==> src/rdc_pkg.sv <==
// package: register map, field layout, code tables and states of the redriver configuration block
package rdc_pkg;

	// ----------------------------------------
	// register offsets
	// ----------------------------------------
	localparam logic [7:0] RDC_REG_GAIN_DRIVE = 8'h00;
	localparam logic [7:0] RDC_REG_PIN_EMU    = 8'h01;
	localparam logic [7:0] RDC_REG_RSVD_FIRST = 8'h02;
	localparam logic [7:0] RDC_REG_RSVD_LAST  = 8'h14;

	// ----------------------------------------
	// reset values
	// ----------------------------------------
	localparam logic [7:0] RDC_GAIN_DRIVE_RST = 8'h06;
	localparam logic [7:0] RDC_PIN_EMU_RST    = 8'h0d;
	localparam logic [7:0] RDC_RSVD_RST       = 8'h00;
	localparam logic [3:0] RDC_GAIN_CODE_RST  = 4'h0;

	// ----------------------------------------
	// field positions
	// ----------------------------------------
	localparam int RDC_GAIN_BITS_LSB = 5;
	localparam int RDC_BAND_BIT      = 4;
	localparam int RDC_EMPH_LSB      = 2;
	localparam int RDC_SWING_LSB     = 0;
	localparam int RDC_EMU_GAIN_LSB  = 2;
	localparam int RDC_EMU_AUTO_LSB  = 0;

	// ----------------------------------------
	// swing and emphasis codes
	// ----------------------------------------
	localparam logic [1:0] RDC_SWING_400MV  = 2'h0;
	localparam logic [1:0] RDC_SWING_600MV  = 2'h1;
	localparam logic [1:0] RDC_SWING_1200MV = 2'h2;
	localparam logic [1:0] RDC_SWING_800MV  = 2'h3;
	localparam logic [1:0] RDC_EMPH_3P5DB   = 2'h0;
	localparam logic [1:0] RDC_EMPH_6DB     = 2'h1;
	localparam logic [1:0] RDC_EMPH_9DB     = 2'h2;
	localparam logic [1:0] RDC_EMPH_0DB     = 2'h3;

	// ----------------------------------------
	// gain codes: fixed levels and automatic tables, emphasis code n at bits 4n+3:4n
	// ----------------------------------------
	localparam logic [3:0]  RDC_GAIN_FIX_LOW  = 4'h0;
	localparam logic [3:0]  RDC_GAIN_FIX_MID  = 4'hc;
	localparam logic [3:0]  RDC_GAIN_FIX_HIGH = 4'hf;
	localparam logic [15:0] RDC_AUTO_MODE0    = 16'h037a;
	localparam logic [15:0] RDC_AUTO_MODE1    = 16'h37ad;
	localparam logic [15:0] RDC_AUTO_MODE2    = 16'h9bdf;

	// ----------------------------------------
	// serial target
	// ----------------------------------------
	localparam logic [6:0] RDC_SMB_ADDR_DEFAULT = 7'h2a;
	localparam logic [3:0] RDC_BITS_PER_BYTE    = 4'h8;

	typedef enum logic [1:0] {
		RDC_LOW  = 2'b00,
		RDC_MID  = 2'b01,
		RDC_HIGH = 2'b11
	} rdc_level_e;

	typedef enum logic [2:0] {
		RDC_SMB_IDLE  = 3'b000,
		RDC_SMB_ADDR  = 3'b001,
		RDC_SMB_ACK_A = 3'b010,
		RDC_SMB_RX    = 3'b011,
		RDC_SMB_ACK_W = 3'b100,
		RDC_SMB_TX    = 3'b101,
		RDC_SMB_MACK  = 3'b110
	} rdc_smb_state_e;

endpackage : rdc_pkg

==> src/rdc_smb_target.sv <==
// module: serial management bus target giving byte access to the configuration registers
`timescale 1ns/100ps
module rdc_smb_target
	import rdc_pkg::*;
#(
	parameter logic [6:0] TARGET_ADDR = RDC_SMB_ADDR_DEFAULT
) (
	// clock and reset
	input  wire logic       sys_clk,
	input  wire logic       sys_rst,
	// bus pins
	input  wire logic       scl_in,
	input  wire logic       sda_in,
	output logic            sda_out,
	output logic            sda_oe,
	// register side
	output logic            wr_stb,
	output logic [7:0]      wr_data,
	output logic [7:0]      reg_ptr,
	input  wire logic [7:0] rd_data
);

	// ----------------------------------------
	// pin synchronisers, a change counts once stages two and three agree
	// ----------------------------------------
	logic [1:0] sy1, sy2, sy3, filt, filt_d;
	wire  [1:0] pin_raw = {scl_in, sda_in};

	always_ff @(posedge sys_clk) begin
		if (sys_rst) begin
			sy1    <= 2'h3;
			sy2    <= 2'h3;
			sy3    <= 2'h3;
			filt   <= 2'h3;
			filt_d <= 2'h3;
		end else begin
			sy1    <= pin_raw;
			sy2    <= sy1;
			sy3    <= sy2;
			filt   <= (sy2 & ~(sy2 ^ sy3)) | (filt & (sy2 ^ sy3));
			filt_d <= filt;
		end
	end

	wire scl_f    = filt[1];
	wire sda_f    = filt[0];
	wire scl_rise = scl_f & ~filt_d[1];
	wire scl_fall = ~scl_f & filt_d[1];
	wire start_c  = scl_f & filt_d[1] & filt_d[0] & ~sda_f;
	wire stop_c   = scl_f & filt_d[1] & ~filt_d[0] & sda_f;

	// ----------------------------------------
	// byte engine
	// ----------------------------------------
	rdc_smb_state_e state;
	logic [3:0]     bit_cnt;
	logic [7:0]     shreg;
	logic           is_read;
	logic           ptr_loaded;
	wire            byte_end = scl_fall && (bit_cnt == RDC_BITS_PER_BYTE);

	always_ff @(posedge sys_clk) begin
		if (sys_rst) begin
			state      <= RDC_SMB_IDLE;
			bit_cnt    <= 4'h0;
			shreg      <= 8'h00;
			is_read    <= 1'b0;
			ptr_loaded <= 1'b0;
			reg_ptr    <= 8'h00;
			wr_stb     <= 1'b0;
			wr_data    <= 8'h00;
			sda_out    <= 1'b0;
			sda_oe     <= 1'b0;
		end else begin
			wr_stb <= 1'b0;
			if (start_c) begin
				state   <= RDC_SMB_ADDR;
				bit_cnt <= 4'h0;
				sda_oe  <= 1'b0;
			end else if (stop_c) begin
				state  <= RDC_SMB_IDLE;
				sda_oe <= 1'b0;
			end else begin
				case (state)
				RDC_SMB_ADDR, RDC_SMB_RX: begin
					if (scl_rise) begin
						shreg   <= {shreg[6:0], sda_f};
						bit_cnt <= bit_cnt + 4'h1;
					end else if (byte_end) begin
						bit_cnt <= 4'h0;
						if (state == RDC_SMB_ADDR) begin
							// a foreign address leaves the bus alone until the next start
							state      <= (shreg[7:1] == TARGET_ADDR) ? RDC_SMB_ACK_A : RDC_SMB_IDLE;
							sda_oe     <= (shreg[7:1] == TARGET_ADDR);
							is_read    <= shreg[0];
							ptr_loaded <= 1'b0;
						end else begin
							state   <= RDC_SMB_ACK_W;
							sda_oe  <= 1'b1;
							wr_data <= shreg;
							if (ptr_loaded) begin
								wr_stb <= 1'b1;
							end else begin
								reg_ptr    <= shreg;
								ptr_loaded <= 1'b1;
							end
						end
					end
				end
				RDC_SMB_ACK_A: begin
					if (scl_fall) begin
						state  <= is_read ? RDC_SMB_TX : RDC_SMB_RX;
						shreg  <= rd_data;
						sda_oe <= is_read & ~rd_data[7];
					end
				end
				RDC_SMB_ACK_W: begin
					if (scl_fall) begin
						state  <= RDC_SMB_RX;
						sda_oe <= 1'b0;
						if (wr_stb || !ptr_loaded) begin
							reg_ptr <= reg_ptr;
						end
					end
					if (wr_stb) begin
						reg_ptr <= reg_ptr + 8'h01;
					end
				end
				RDC_SMB_TX: begin
					if (scl_rise) begin
						bit_cnt <= bit_cnt + 4'h1;
					end else if (byte_end) begin
						state   <= RDC_SMB_MACK;
						bit_cnt <= 4'h0;
						sda_oe  <= 1'b0;
					end else if (scl_fall) begin
						shreg  <= {shreg[6:0], 1'b0};
						sda_oe <= ~shreg[6];
					end
				end
				RDC_SMB_MACK: begin
					// a not-acknowledge from the host ends the read burst
					if (scl_rise) begin
						state   <= sda_f ? RDC_SMB_IDLE : RDC_SMB_MACK;
						reg_ptr <= reg_ptr + 8'h01;
					end else if (scl_fall) begin
						state  <= RDC_SMB_TX;
						shreg  <= rd_data;
						sda_oe <= ~rd_data[7];
					end
				end
				default: begin
					state <= RDC_SMB_IDLE;
				end
				endcase
			end
		end
	end

endmodule : rdc_smb_target

==> src/rdc_config.sv <==
// module: equaliser gain, output swing and pre-emphasis selection with its register bank
// Behaviour
// - gain code is band bit over gain bits two to zero; reg0 bits 4 and 7:5.
// - reg0 bits 3:2 hold emphasis code, bits 1:0 hold swing code.
// - reg0 steers outputs only while setting source is low; reg0 resets to 06h.
// - reg1 bits 3:2 emulate gain level pin: 00 low, 01 middle, 11 high.
// - reg1 bits 1:0 emulate automatic gain select: 00 low, 01 middle, 11 high.
// - reg1 resets to 0Dh, selecting gain level high and automatic gain middle.
// - automatic mode 0 maps emphasis 00..11 to gains 1010, 0111, 0011, 0000.
// - automatic mode 1 maps emphasis 00..11 to gains 1101, 1010, 0111, 0011.
// - automatic mode 2 maps emphasis 00..11 to gains 1111, 1101, 1011, 1001.
// - automatic gain off: gain level low 0000, middle 1100, high 1111.
// - automatic and source both middle: gain taken from swing and emphasis pins.
// - swing code 00 400mV, 01 600mV, 10 1200mV, 11 800mV.
// - emphasis code 00 3.5dB, 01 6dB, 10 9dB, 11 0dB.
// - source middle: swing follows listener in DP mode, 800mV in TMDS mode.
// - source middle: emphasis follows listener in DP mode, 0dB in TMDS mode.
// - host reads and writes registers; writes are dropped while the listener owns them.
// - in TMDS mode the host sets gain through the register-1 pin emulation.
// - gain level pin is three-level and rests at middle when undriven.
`timescale 1ns/100ps
module rdc_config
	import rdc_pkg::*;
#(
	parameter logic [6:0] TARGET_ADDR = RDC_SMB_ADDR_DEFAULT
) (
	// clock and reset
	input  wire logic       sys_clk,
	input  wire logic       sys_rst,
	// three-level straps, 00 low, 01 middle, 11 high
	input  wire logic [1:0] setting_source_pin,
	input  wire logic [1:0] gain_level_pin,
	input  wire logic [1:0] automatic_gain_select,
	// two-level straps
	input  wire logic       swing_pin_lsb,
	input  wire logic       swing_pin_msb,
	input  wire logic       emphasis_pin_lsb,
	input  wire logic       emphasis_pin_msb,
	input  wire logic       sink_cable_detect,
	// link-training listener, same clock
	input  wire logic       listener_owns,
	input  wire logic [1:0] listener_swing,
	input  wire logic [1:0] listener_emphasis,
	// serial management bus
	input  wire logic       smb_scl,
	input  wire logic       smb_sda_in,
	output logic            smb_sda_out,
	output logic            smb_sda_oe,
	// datapath settings
	output logic [3:0]      gain_code,
	output logic [1:0]      swing_code,
	output logic [1:0]      emphasis_code
);

	// ----------------------------------------
	// strap synchronisers
	// ----------------------------------------
	localparam int NPIN = 11;

	// undriven gain level pin rests at middle, so its stages reset to middle
	localparam logic [NPIN-1:0] PIN_RST = 11'h080;

	logic [NPIN-1:0] ps1, ps2, ps3, pf;
	wire  [NPIN-1:0] pin_raw = {setting_source_pin, gain_level_pin, automatic_gain_select,
		swing_pin_msb, swing_pin_lsb, emphasis_pin_msb, emphasis_pin_lsb, sink_cable_detect};

	always_ff @(posedge sys_clk) begin
		if (sys_rst) begin
			ps1 <= PIN_RST;
			ps2 <= PIN_RST;
			ps3 <= PIN_RST;
			pf  <= PIN_RST;
		end else begin
			ps1 <= pin_raw;
			ps2 <= ps1;
			ps3 <= ps2;
			pf  <= (ps2 & ~(ps2 ^ ps3)) | (pf & (ps2 ^ ps3));
		end
	end

	wire [1:0] src_pin_f   = pf[10:9];
	wire [1:0] gain_pin_f  = pf[8:7];
	wire [1:0] auto_pin_f  = pf[6:5];
	wire [1:0] swing_pin_f = pf[4:3];
	wire [1:0] emph_pin_f  = pf[2:1];
	wire       cable_f     = pf[0];

	// ----------------------------------------
	// register bank
	// ----------------------------------------
	logic [7:0] gain_drive_select;
	logic [7:0] pin_level_emulation;
	logic [7:0] reserved_space [RDC_REG_RSVD_FIRST:RDC_REG_RSVD_LAST];
	logic       wr_stb;
	logic [7:0] wr_data;
	logic [7:0] reg_ptr;

	// the listener has the bank during training, so host writes then are lost, not queued
	wire wr_ok   = wr_stb & ~listener_owns;
	wire in_rsvd = (reg_ptr >= RDC_REG_RSVD_FIRST) && (reg_ptr <= RDC_REG_RSVD_LAST);
	wire [7:0] rd_data = (reg_ptr == RDC_REG_GAIN_DRIVE) ? gain_drive_select :
		(reg_ptr == RDC_REG_PIN_EMU) ? pin_level_emulation :
		in_rsvd ? reserved_space[reg_ptr] : 8'h00;

	rdc_smb_target #(
		.TARGET_ADDR (TARGET_ADDR)
	) u_smb (
		.sys_clk (sys_clk),
		.sys_rst (sys_rst),
		.scl_in  (smb_scl),
		.sda_in  (smb_sda_in),
		.sda_out (smb_sda_out),
		.sda_oe  (smb_sda_oe),
		.wr_stb  (wr_stb),
		.wr_data (wr_data),
		.reg_ptr (reg_ptr),
		.rd_data (rd_data)
	);

	always_ff @(posedge sys_clk) begin
		if (sys_rst) begin
			gain_drive_select   <= RDC_GAIN_DRIVE_RST;
			pin_level_emulation <= RDC_PIN_EMU_RST;
		end else if (wr_ok && reg_ptr == RDC_REG_GAIN_DRIVE) begin
			gain_drive_select <= wr_data;
		end else if (wr_ok && reg_ptr == RDC_REG_PIN_EMU) begin
			pin_level_emulation <= wr_data;
		end
	end

	always_ff @(posedge sys_clk) begin
		for (int i = RDC_REG_RSVD_FIRST; i <= RDC_REG_RSVD_LAST; i++) begin
			if (sys_rst) begin
				reserved_space[i] <= RDC_RSVD_RST;
			end else if (wr_ok && reg_ptr == 8'(i)) begin
				reserved_space[i] <= wr_data;
			end
		end
	end

	// ----------------------------------------
	// level decode and source selection
	// ----------------------------------------
	function automatic rdc_level_e rdc_lvl(input logic [1:0] c);
		rdc_level_e l;
		l = RDC_LOW;
		if (c == 2'h3) begin
			l = RDC_HIGH;
		end else if (c == 2'h1) begin
			l = RDC_MID;
		end
		return l;
	endfunction : rdc_lvl

	wire rdc_level_e src_lvl = rdc_lvl(src_pin_f);
	wire             reg_src = (src_lvl == RDC_LOW);
	// tmds lets the host steer gain through the emulated straps
	wire             use_emu = reg_src | cable_f;
	wire rdc_level_e gain_lvl = use_emu ?
		rdc_lvl(pin_level_emulation[RDC_EMU_GAIN_LSB +: 2]) : rdc_lvl(gain_pin_f);
	wire rdc_level_e auto_lvl = use_emu ?
		rdc_lvl(pin_level_emulation[RDC_EMU_AUTO_LSB +: 2]) : rdc_lvl(auto_pin_f);

	wire [1:0] next_swing_code = (src_lvl == RDC_LOW) ? gain_drive_select[RDC_SWING_LSB +: 2] :
		(src_lvl == RDC_HIGH) ? swing_pin_f :
		cable_f ? RDC_SWING_800MV : listener_swing;
	wire [1:0] next_emphasis_code = (src_lvl == RDC_LOW) ? gain_drive_select[RDC_EMPH_LSB +: 2] :
		(src_lvl == RDC_HIGH) ? emph_pin_f :
		cable_f ? RDC_EMPH_0DB : listener_emphasis;

	// ----------------------------------------
	// gain selection
	// ----------------------------------------
	wire [15:0] auto_table = (gain_lvl == RDC_LOW) ? RDC_AUTO_MODE0 :
		(gain_lvl == RDC_MID) ? RDC_AUTO_MODE1 : RDC_AUTO_MODE2;
	wire [3:0]  auto_gain  = auto_table[{next_emphasis_code, 2'b00} +: 4];
	wire [3:0]  fixed_gain = (gain_lvl == RDC_LOW) ? RDC_GAIN_FIX_LOW :
		(gain_lvl == RDC_MID) ? RDC_GAIN_FIX_MID : RDC_GAIN_FIX_HIGH;
	wire [3:0]  pin_gain   = {swing_pin_f[0], emph_pin_f[1], emph_pin_f[0], swing_pin_f[1]};
	wire [3:0]  reg_gain   = {gain_drive_select[RDC_BAND_BIT],
		gain_drive_select[RDC_GAIN_BITS_LSB +: 3]};
	wire [3:0]  next_gain_code = (auto_lvl == RDC_LOW) ? fixed_gain :
		(auto_lvl == RDC_HIGH) ? auto_gain :
		reg_src ? reg_gain : pin_gain;

	always_ff @(posedge sys_clk) begin
		if (sys_rst) begin
			gain_code     <= RDC_GAIN_CODE_RST;
			swing_code    <= RDC_SWING_1200MV;
			emphasis_code <= RDC_EMPH_6DB;
		end else begin
			gain_code     <= next_gain_code;
			swing_code    <= next_swing_code;
			emphasis_code <= next_emphasis_code;
		end
	end
endmodule : rdc_config

==> config.mk <==
export PLATFORM = sky130hd
export DESIGN_NAME = rdc_config
export DESIGN_NICKNAME = d
export VERILOG_FILES = /design/src/rdc_pkg.sv /design/src/rdc_smb_target.sv /design/src/rdc_config.sv
export SDC_FILE = /design/constraint.sdc
export NUM_CORES = 1
export LEC_CHECK = 0
export ABC_AREA = 1
export BUFFER_PORTS_ARGS = -buffer_cell sky130_fd_sc_hd__buf_2
export CORE_AREA = 2 2 144 146
export DETAILED_ROUTE_END_ITERATION = 12
export DIE_AREA = 0 0 146 148
export PLACE_DENSITY = 0.84
export SLEW_MARGIN = 10
export SYNTH_ARGS = -nofsm -noshare
export SYNTH_HDL_FRONTEND = slang
export SYNTH_SLANG_ARGS = --single-unit
==> constraint.sdc <==
create_clock -name sys_clk -period 3.2 [get_ports sys_clk]
set_input_delay 0.16 -clock sys_clk [delete_from_list [all_inputs] [get_ports sys_clk]]
set_output_delay 0.16 -clock sys_clk [all_outputs]
set_load 0.02 [all_outputs]
* Word-level counts from Yosys, hierarchy flattened *
Memories as Yosys holds them, arrays and structs flattened. A register that Yosys moved wholly into a read port is not among the register bits.
Cells that the tools add are included.
W data, S select, Z words.

word-level totals
  output and inout port bits = 10
  RAM bits = 152
  bits in registers = 113
  memories = 1
  bits of input ports = 20
  logic and storage cells = 346

cells by class
  order comparisons = 2
  bitwise gates (word level) = 53
  equality and inequality tests = 65
  multiplexer cells = 152
  shift-type cells = 1
  reduce and logical (&&, ||, !) cells = 46
  $add $sub $neg = 2

memory list
  memory          words  bits a word  rd ports  clocked after Yosys merged registers in  wr ports  line              text
  reserved_space  19     8            1         1                                        19        rdc_config.sv:93  logic [7:0] reserved_space [RDC_REG_RSVD_FIRST:RDC_REG_RSVD_LAST];

operator list
  operator              count
  $mux W8               34
  $mux W1               78
  $eq A8 B4 Y1 const B  8
  $eq A8 B5 Y1 const B  5
  $mux W3               11
  $eq A8 B3 Y1 const B  4
  $mux W16              2
  $pmux W8 S4           1
  $mux W2               15
  $mux W4               6
  $pmux W8 S3           1
  $logic_and A1 B1 Y1   23
  $and A11 B11 Y11      2
  $or A1 B1 Y1          20
  $ne A2 B1 Y1 const B  9
  $reduce_and A9 Y1     2
  $eq A8 B2 Y1 const B  2
  $ne A4 B1 Y1 const B  4
  $shiftx A16 B5 Y4     1
  $pmux W3 S5           1
  $eq A2 B2 Y1 const B  7
  $not A1 Y1            14
  $reduce_and A7 Y1     2
  $eq A2 B1 Y1 const B  6
  38 further kinds      63

* Longest topological paths before layout *
  depth in word-level cells = 12
  gate-level depth with buffers = 16
  depth with buffers taken out = 15

* By module *
A second synthesis with hierarchy kept.

second synthesis, totals
  cells, all modules = 1465
  area, all modules = 12064.1 um^2

by module, submodules not included
  module          seq. area each (um^2)  area each (um^2)  cells each  instances
  rdc_config      5925.7                 9549.2            1078        1
  rdc_smb_target  900.9                  2514.9            387         1

* Worst setup path after synthesis *
No wires, ideal clock.

  path type = reg-to-reg
  start point = reg u_smb.reg_ptr[5]
  end point = mem reserved_space[14][0] (enable)
  period minus slack after synthesis = 2109 ps
  buffers on the path = 0
  setup time = 384 ps
  setup slack = 1091 ps
  arrival time = 1725 ps
  cell stages (with the launch flop) = 8
  data required time = 2816 ps
  path through = dfxtp_1 > nor2_1 > nand2_1 > nor2_2 > inv_1 > nor3_2 > inv_1 > o21ai_0

RTL lines
  what                    line                   text
  start, declared         rdc_smb_target.sv:19   output logic [7:0] reg_ptr,
  start signal, assigned  rdc_smb_target.sv:104  reg_ptr <= shreg;
  start signal, assigned  rdc_smb_target.sv:122  reg_ptr <= reg_ptr;
  start signal, assigned  rdc_smb_target.sv:126  reg_ptr <= reg_ptr + 8'h01;
  end, declared           rdc_config.sv:93

* Worst setup path in the final report *
  start point = reg u_smb.reg_ptr[0]
  end point = reg gain_drive_select[0]

between the ends
  cells in the longest elaborated chain, start to end = 2

RTL lines
  what                  line               text
  $logic_not A8 Y1      rdc_config.sv:124  end else if (wr_ok && reg_ptr == RDC_REG_GAIN_DRIVE) begin
  $logic_and A1 B1 Y1   rdc_config.sv:124
  end signal, assigned  rdc_config.sv:125  gain_drive_select <= wr_data;
  end, declared         rdc_config.sv:91   logic [7:0] gain_drive_select;

No other way between the ends.
A chain may end at the register's enable or synchronous reset.

==> flow_summary.toml <==
[outcome]
status = "finished, final reports clean"

[worst_setup_path]
path_class = "flop to flop"
end_kind = "flop"
rr_startpoint = "u_smb.reg_ptr[0]$_SDFFE_PP0N_"
required_ps = 3660
crit_fanout = 16
worstReg2RegEnd = "gain_drive_select[0]$_SDFFE_PP0P_"
r2r_cells = 8
rrSetupSlack_ps = 780
arrival_ps = 2880
worst_setup_path_start_kind = "flop"

[timing]
fin_skew_ps = 28.2
maxSlewHeadroom = 0.257
setup_ws_ps = 784
final-hold-violation-count = 0
worstMarginPinSlew_ps = 1110
finalCritPeriodShare = 0.755
slew_viol_final = 0
tns_ps = 0
fmaxAchievable_mhz = 414
finalSetupViolations = 0
hold-worst-slack_ps = 100
final.min_clock_period_ps = 2420
rsz0062_at_grt = "no"

[synthesis]
synth.top_cell.area_share = 0.384
async_flop_share = 0
yosys-top-cells-area = "edfxtp_1 38%, dfxtp_1 20%, nand2_1 8.8%"
yosysWarnings = 0
synth_seq_area_share = 0.582
synthesis.area_um2 = 11900
synth.most_common_cell = "nand2_1"
netlist_instances = 1398
syn_nets = 1424
synth_edf_count = 152
synth-main-ff-cell = "edfxtp_1"
synth-seq-cells = 270
syn_area_per_cell_um2 = 8.51
synth_common_cells = "280 x nand2_1, 273 x nor2_1, 152 x edfxtp_1"
yosysUniqueCellTypes = 36
synth_largest_area_cell = "edfxtp_1"

[die]
dieArea_um2 = 21600
rows = 52
die_x_um = 146
ios = 30
start_util = 0.593
die_h_um = 148
fp.coreArea_um2 = 20000

[place]
post-place-ws_ps = 833
dp.final_hpwl_um = 17900
placed_cells = 1643
port_buffers = 28
gp_congestion = 0.937

[cells_and_area]
multi_input_area_um2 = 4200
drive_gt1_frac = 0.0817
seq_area_um2 = 6930
fin_util = 0.658
area_growth_pct = 10.9
final_cells = 1702
num_antenna_cells = 0
nFillCells = 1570
nNetsFinal = 1442

[global_route]
grt_util_all_layers = 0.253
antenna_found_initial = 0
grt-ovfl-total = 0
grt_pass1_vias = 9199
grt_pass1_wl_um = 44500
grt_max_degree = 73

[hold_path]
min_path_cells = 5
worstHoldEndpoint = "emphasis_code[0]$_SDFF_PP1_"
hp-start = "listener_emphasis[0]"
hold_class = "primary input to flop"

[clock_tree]
h-tree-depth = 1
root_buffer = "clkbuf_16"
cts_tree = "yes"
numCtsBuffers = 26
cts.sinks = 270
clkSlewWorstSetupHoldPaths_ps = 60
post_cts_buffers = 0
cts_max_path_buffers = 3
insertion_delay_ps = 540

[detailed_routing]
wl_per_cell_um = 16.2
drt_iter0_drc = 949
wl_um = 27500
first_pass_iters = 6
final_antenna_net_count = 0
via_per_inst = 5.68
drcViolationCount = 0
vias = 9663

[pwr]
leakage_nw = 4.97
peakVddDrop_uv = 502
power_density_nw_per_um2 = 525

[flow_run]
cap_violations = 0
sequential cells by signal, summed over array words and instances (netlist names), 3 cells and up, named ones only:
register and cells:
u_smb.state 3, gain_drive_select 8, u_smb.reg_ptr 8, gain_code 4
u_smb.shreg 8, u_smb.bit_cnt 4, ps1 11, ps3 11
reserved_space 152, ps2 11, pin_level_emulation 8, u_smb.wr_data 8
layout make-up:
| type | count | area share |
|---|---|---|
| Inverter | 130 | 0.0370 |
| Clock inverter | 10 | 0.00902 |
| Sequential cell | 270 | 0.525 |
| Tap cell | 270 | 0.0256 |
| Timing Repair Buffer | 59 | 0.0321 |
| Multi-Input combinational cell | 929 | 0.318 |
| Clock buffer | 34 | 0.0525 |
cell families (layout without fill, tap and decap cells):
kind of cell,count (synthesis),in the layout,synth area share
compound gates,220,220,0.102
xor+xnor,2,2,0.00147
fa+ha+maj,6,6,0.00631
buf+inv,199,233,0.0645
flops,270,270,0.582
other cells,1,1,0.000315
simple gates,700,700,0.243
routing by layer:
layer | share of wire | up-vias | routed length [µm] | GRT usage
met1 | 0.40 | 4448 | 11000 | 0.329
met3 | 0.085 | 76 | 2340 | 0.0377
met5 | 0 | - | 0 | 0
met4 | 0.036 | 0 | 1000 | 0.112
li1 | - | 4651 | - | -
met2 | 0.48 | 488 | 13100 | 0.426
power by group:
group          switching (W)  internal (W)  leakage [nW]  total [W]
registers          0.0000344       0.00376          2.44    0.00380
logic               0.000124     0.0000664          2.15   0.000191
clock network        0.00126       0.00168         0.382    0.00294
through the flow:
step,instance area [µm²],power [W]
global route,13200,0.00710
floorplan,11900,0.00398
CTS,13200,0.00693
detailed placement,12200,0.00404
global placement,12200,0.00403
finish,13200,0.00693
placed cells by master (no fill, tap or decap), types with 9 or more instances in the layout:
cell type | Yosys | layout
nand2_1 | 280 | 280
clkbuf_16 | 0 | 26
a21oi_1 | 98 | 98
buf_4 | 2 | 15
o21ai_0 | 66 | 66
edfxtp_1 | 152 | 152
o211ai_1 | 12 | 12
or2_2 | 9 | 9
buf_2 | 10 | 28
o21ai_1 | 11 | 11
dfxtp_1 | 118 | 117
dlygate4sd3_1 | 0 | 15
nand3_1 | 118 | 118
a211oi_1 | 9 | 9
nor2_1 | 273 | 273
o22ai_1 | 10 | 10
inv_2 | 14 | 15
inv_1 | 115 | 114
repair_timing:
item	in CTS	in global routing
hold endpoints to repair	15	0
hold buffers	15	0
gates resized for setup	0	0
setup endpoints to repair	0	0
critical path, cell delays in order (launching register included):
cell and delay [ps]:
dfxtp_1 360, inv_1 150, ha_1 160, inv_1 70
nor2_1 300, nand2_1 230, nor2_1 720, o21ai_0 210
a21oi_1 160
worst max-delay path by stage:
stage | startpoint | to | slack, ps
floorplan | u_smb.reg_ptr[5]$_SDFFE_PP0N_ | reserved_space[14][0]$_SDFFCE_PN0P_ | 1090
global placement | u_smb.reg_ptr[0]$_SDFFE_PP0N_ | gain_drive_select[4]$_SDFFE_PP0P_ | 950
detailed placement | u_smb.reg_ptr[0]$_SDFFE_PP0N_ | gain_drive_select[0]$_SDFFE_PP0P_ | 830
CTS | u_smb.reg_ptr[0]$_SDFFE_PP0N_ | gain_drive_select[6]$_SDFFE_PP0P_ | 840
global route | u_smb.reg_ptr[0]$_SDFFE_PP0N_ | gain_drive_select[6]$_SDFFE_PP0P_ | 560
finish | u_smb.reg_ptr[0]$_SDFFE_PP0N_ | gain_drive_select[0]$_SDFFE_PP0P_ | 780
No activity file was read; power rests on OpenSTA's default activity.
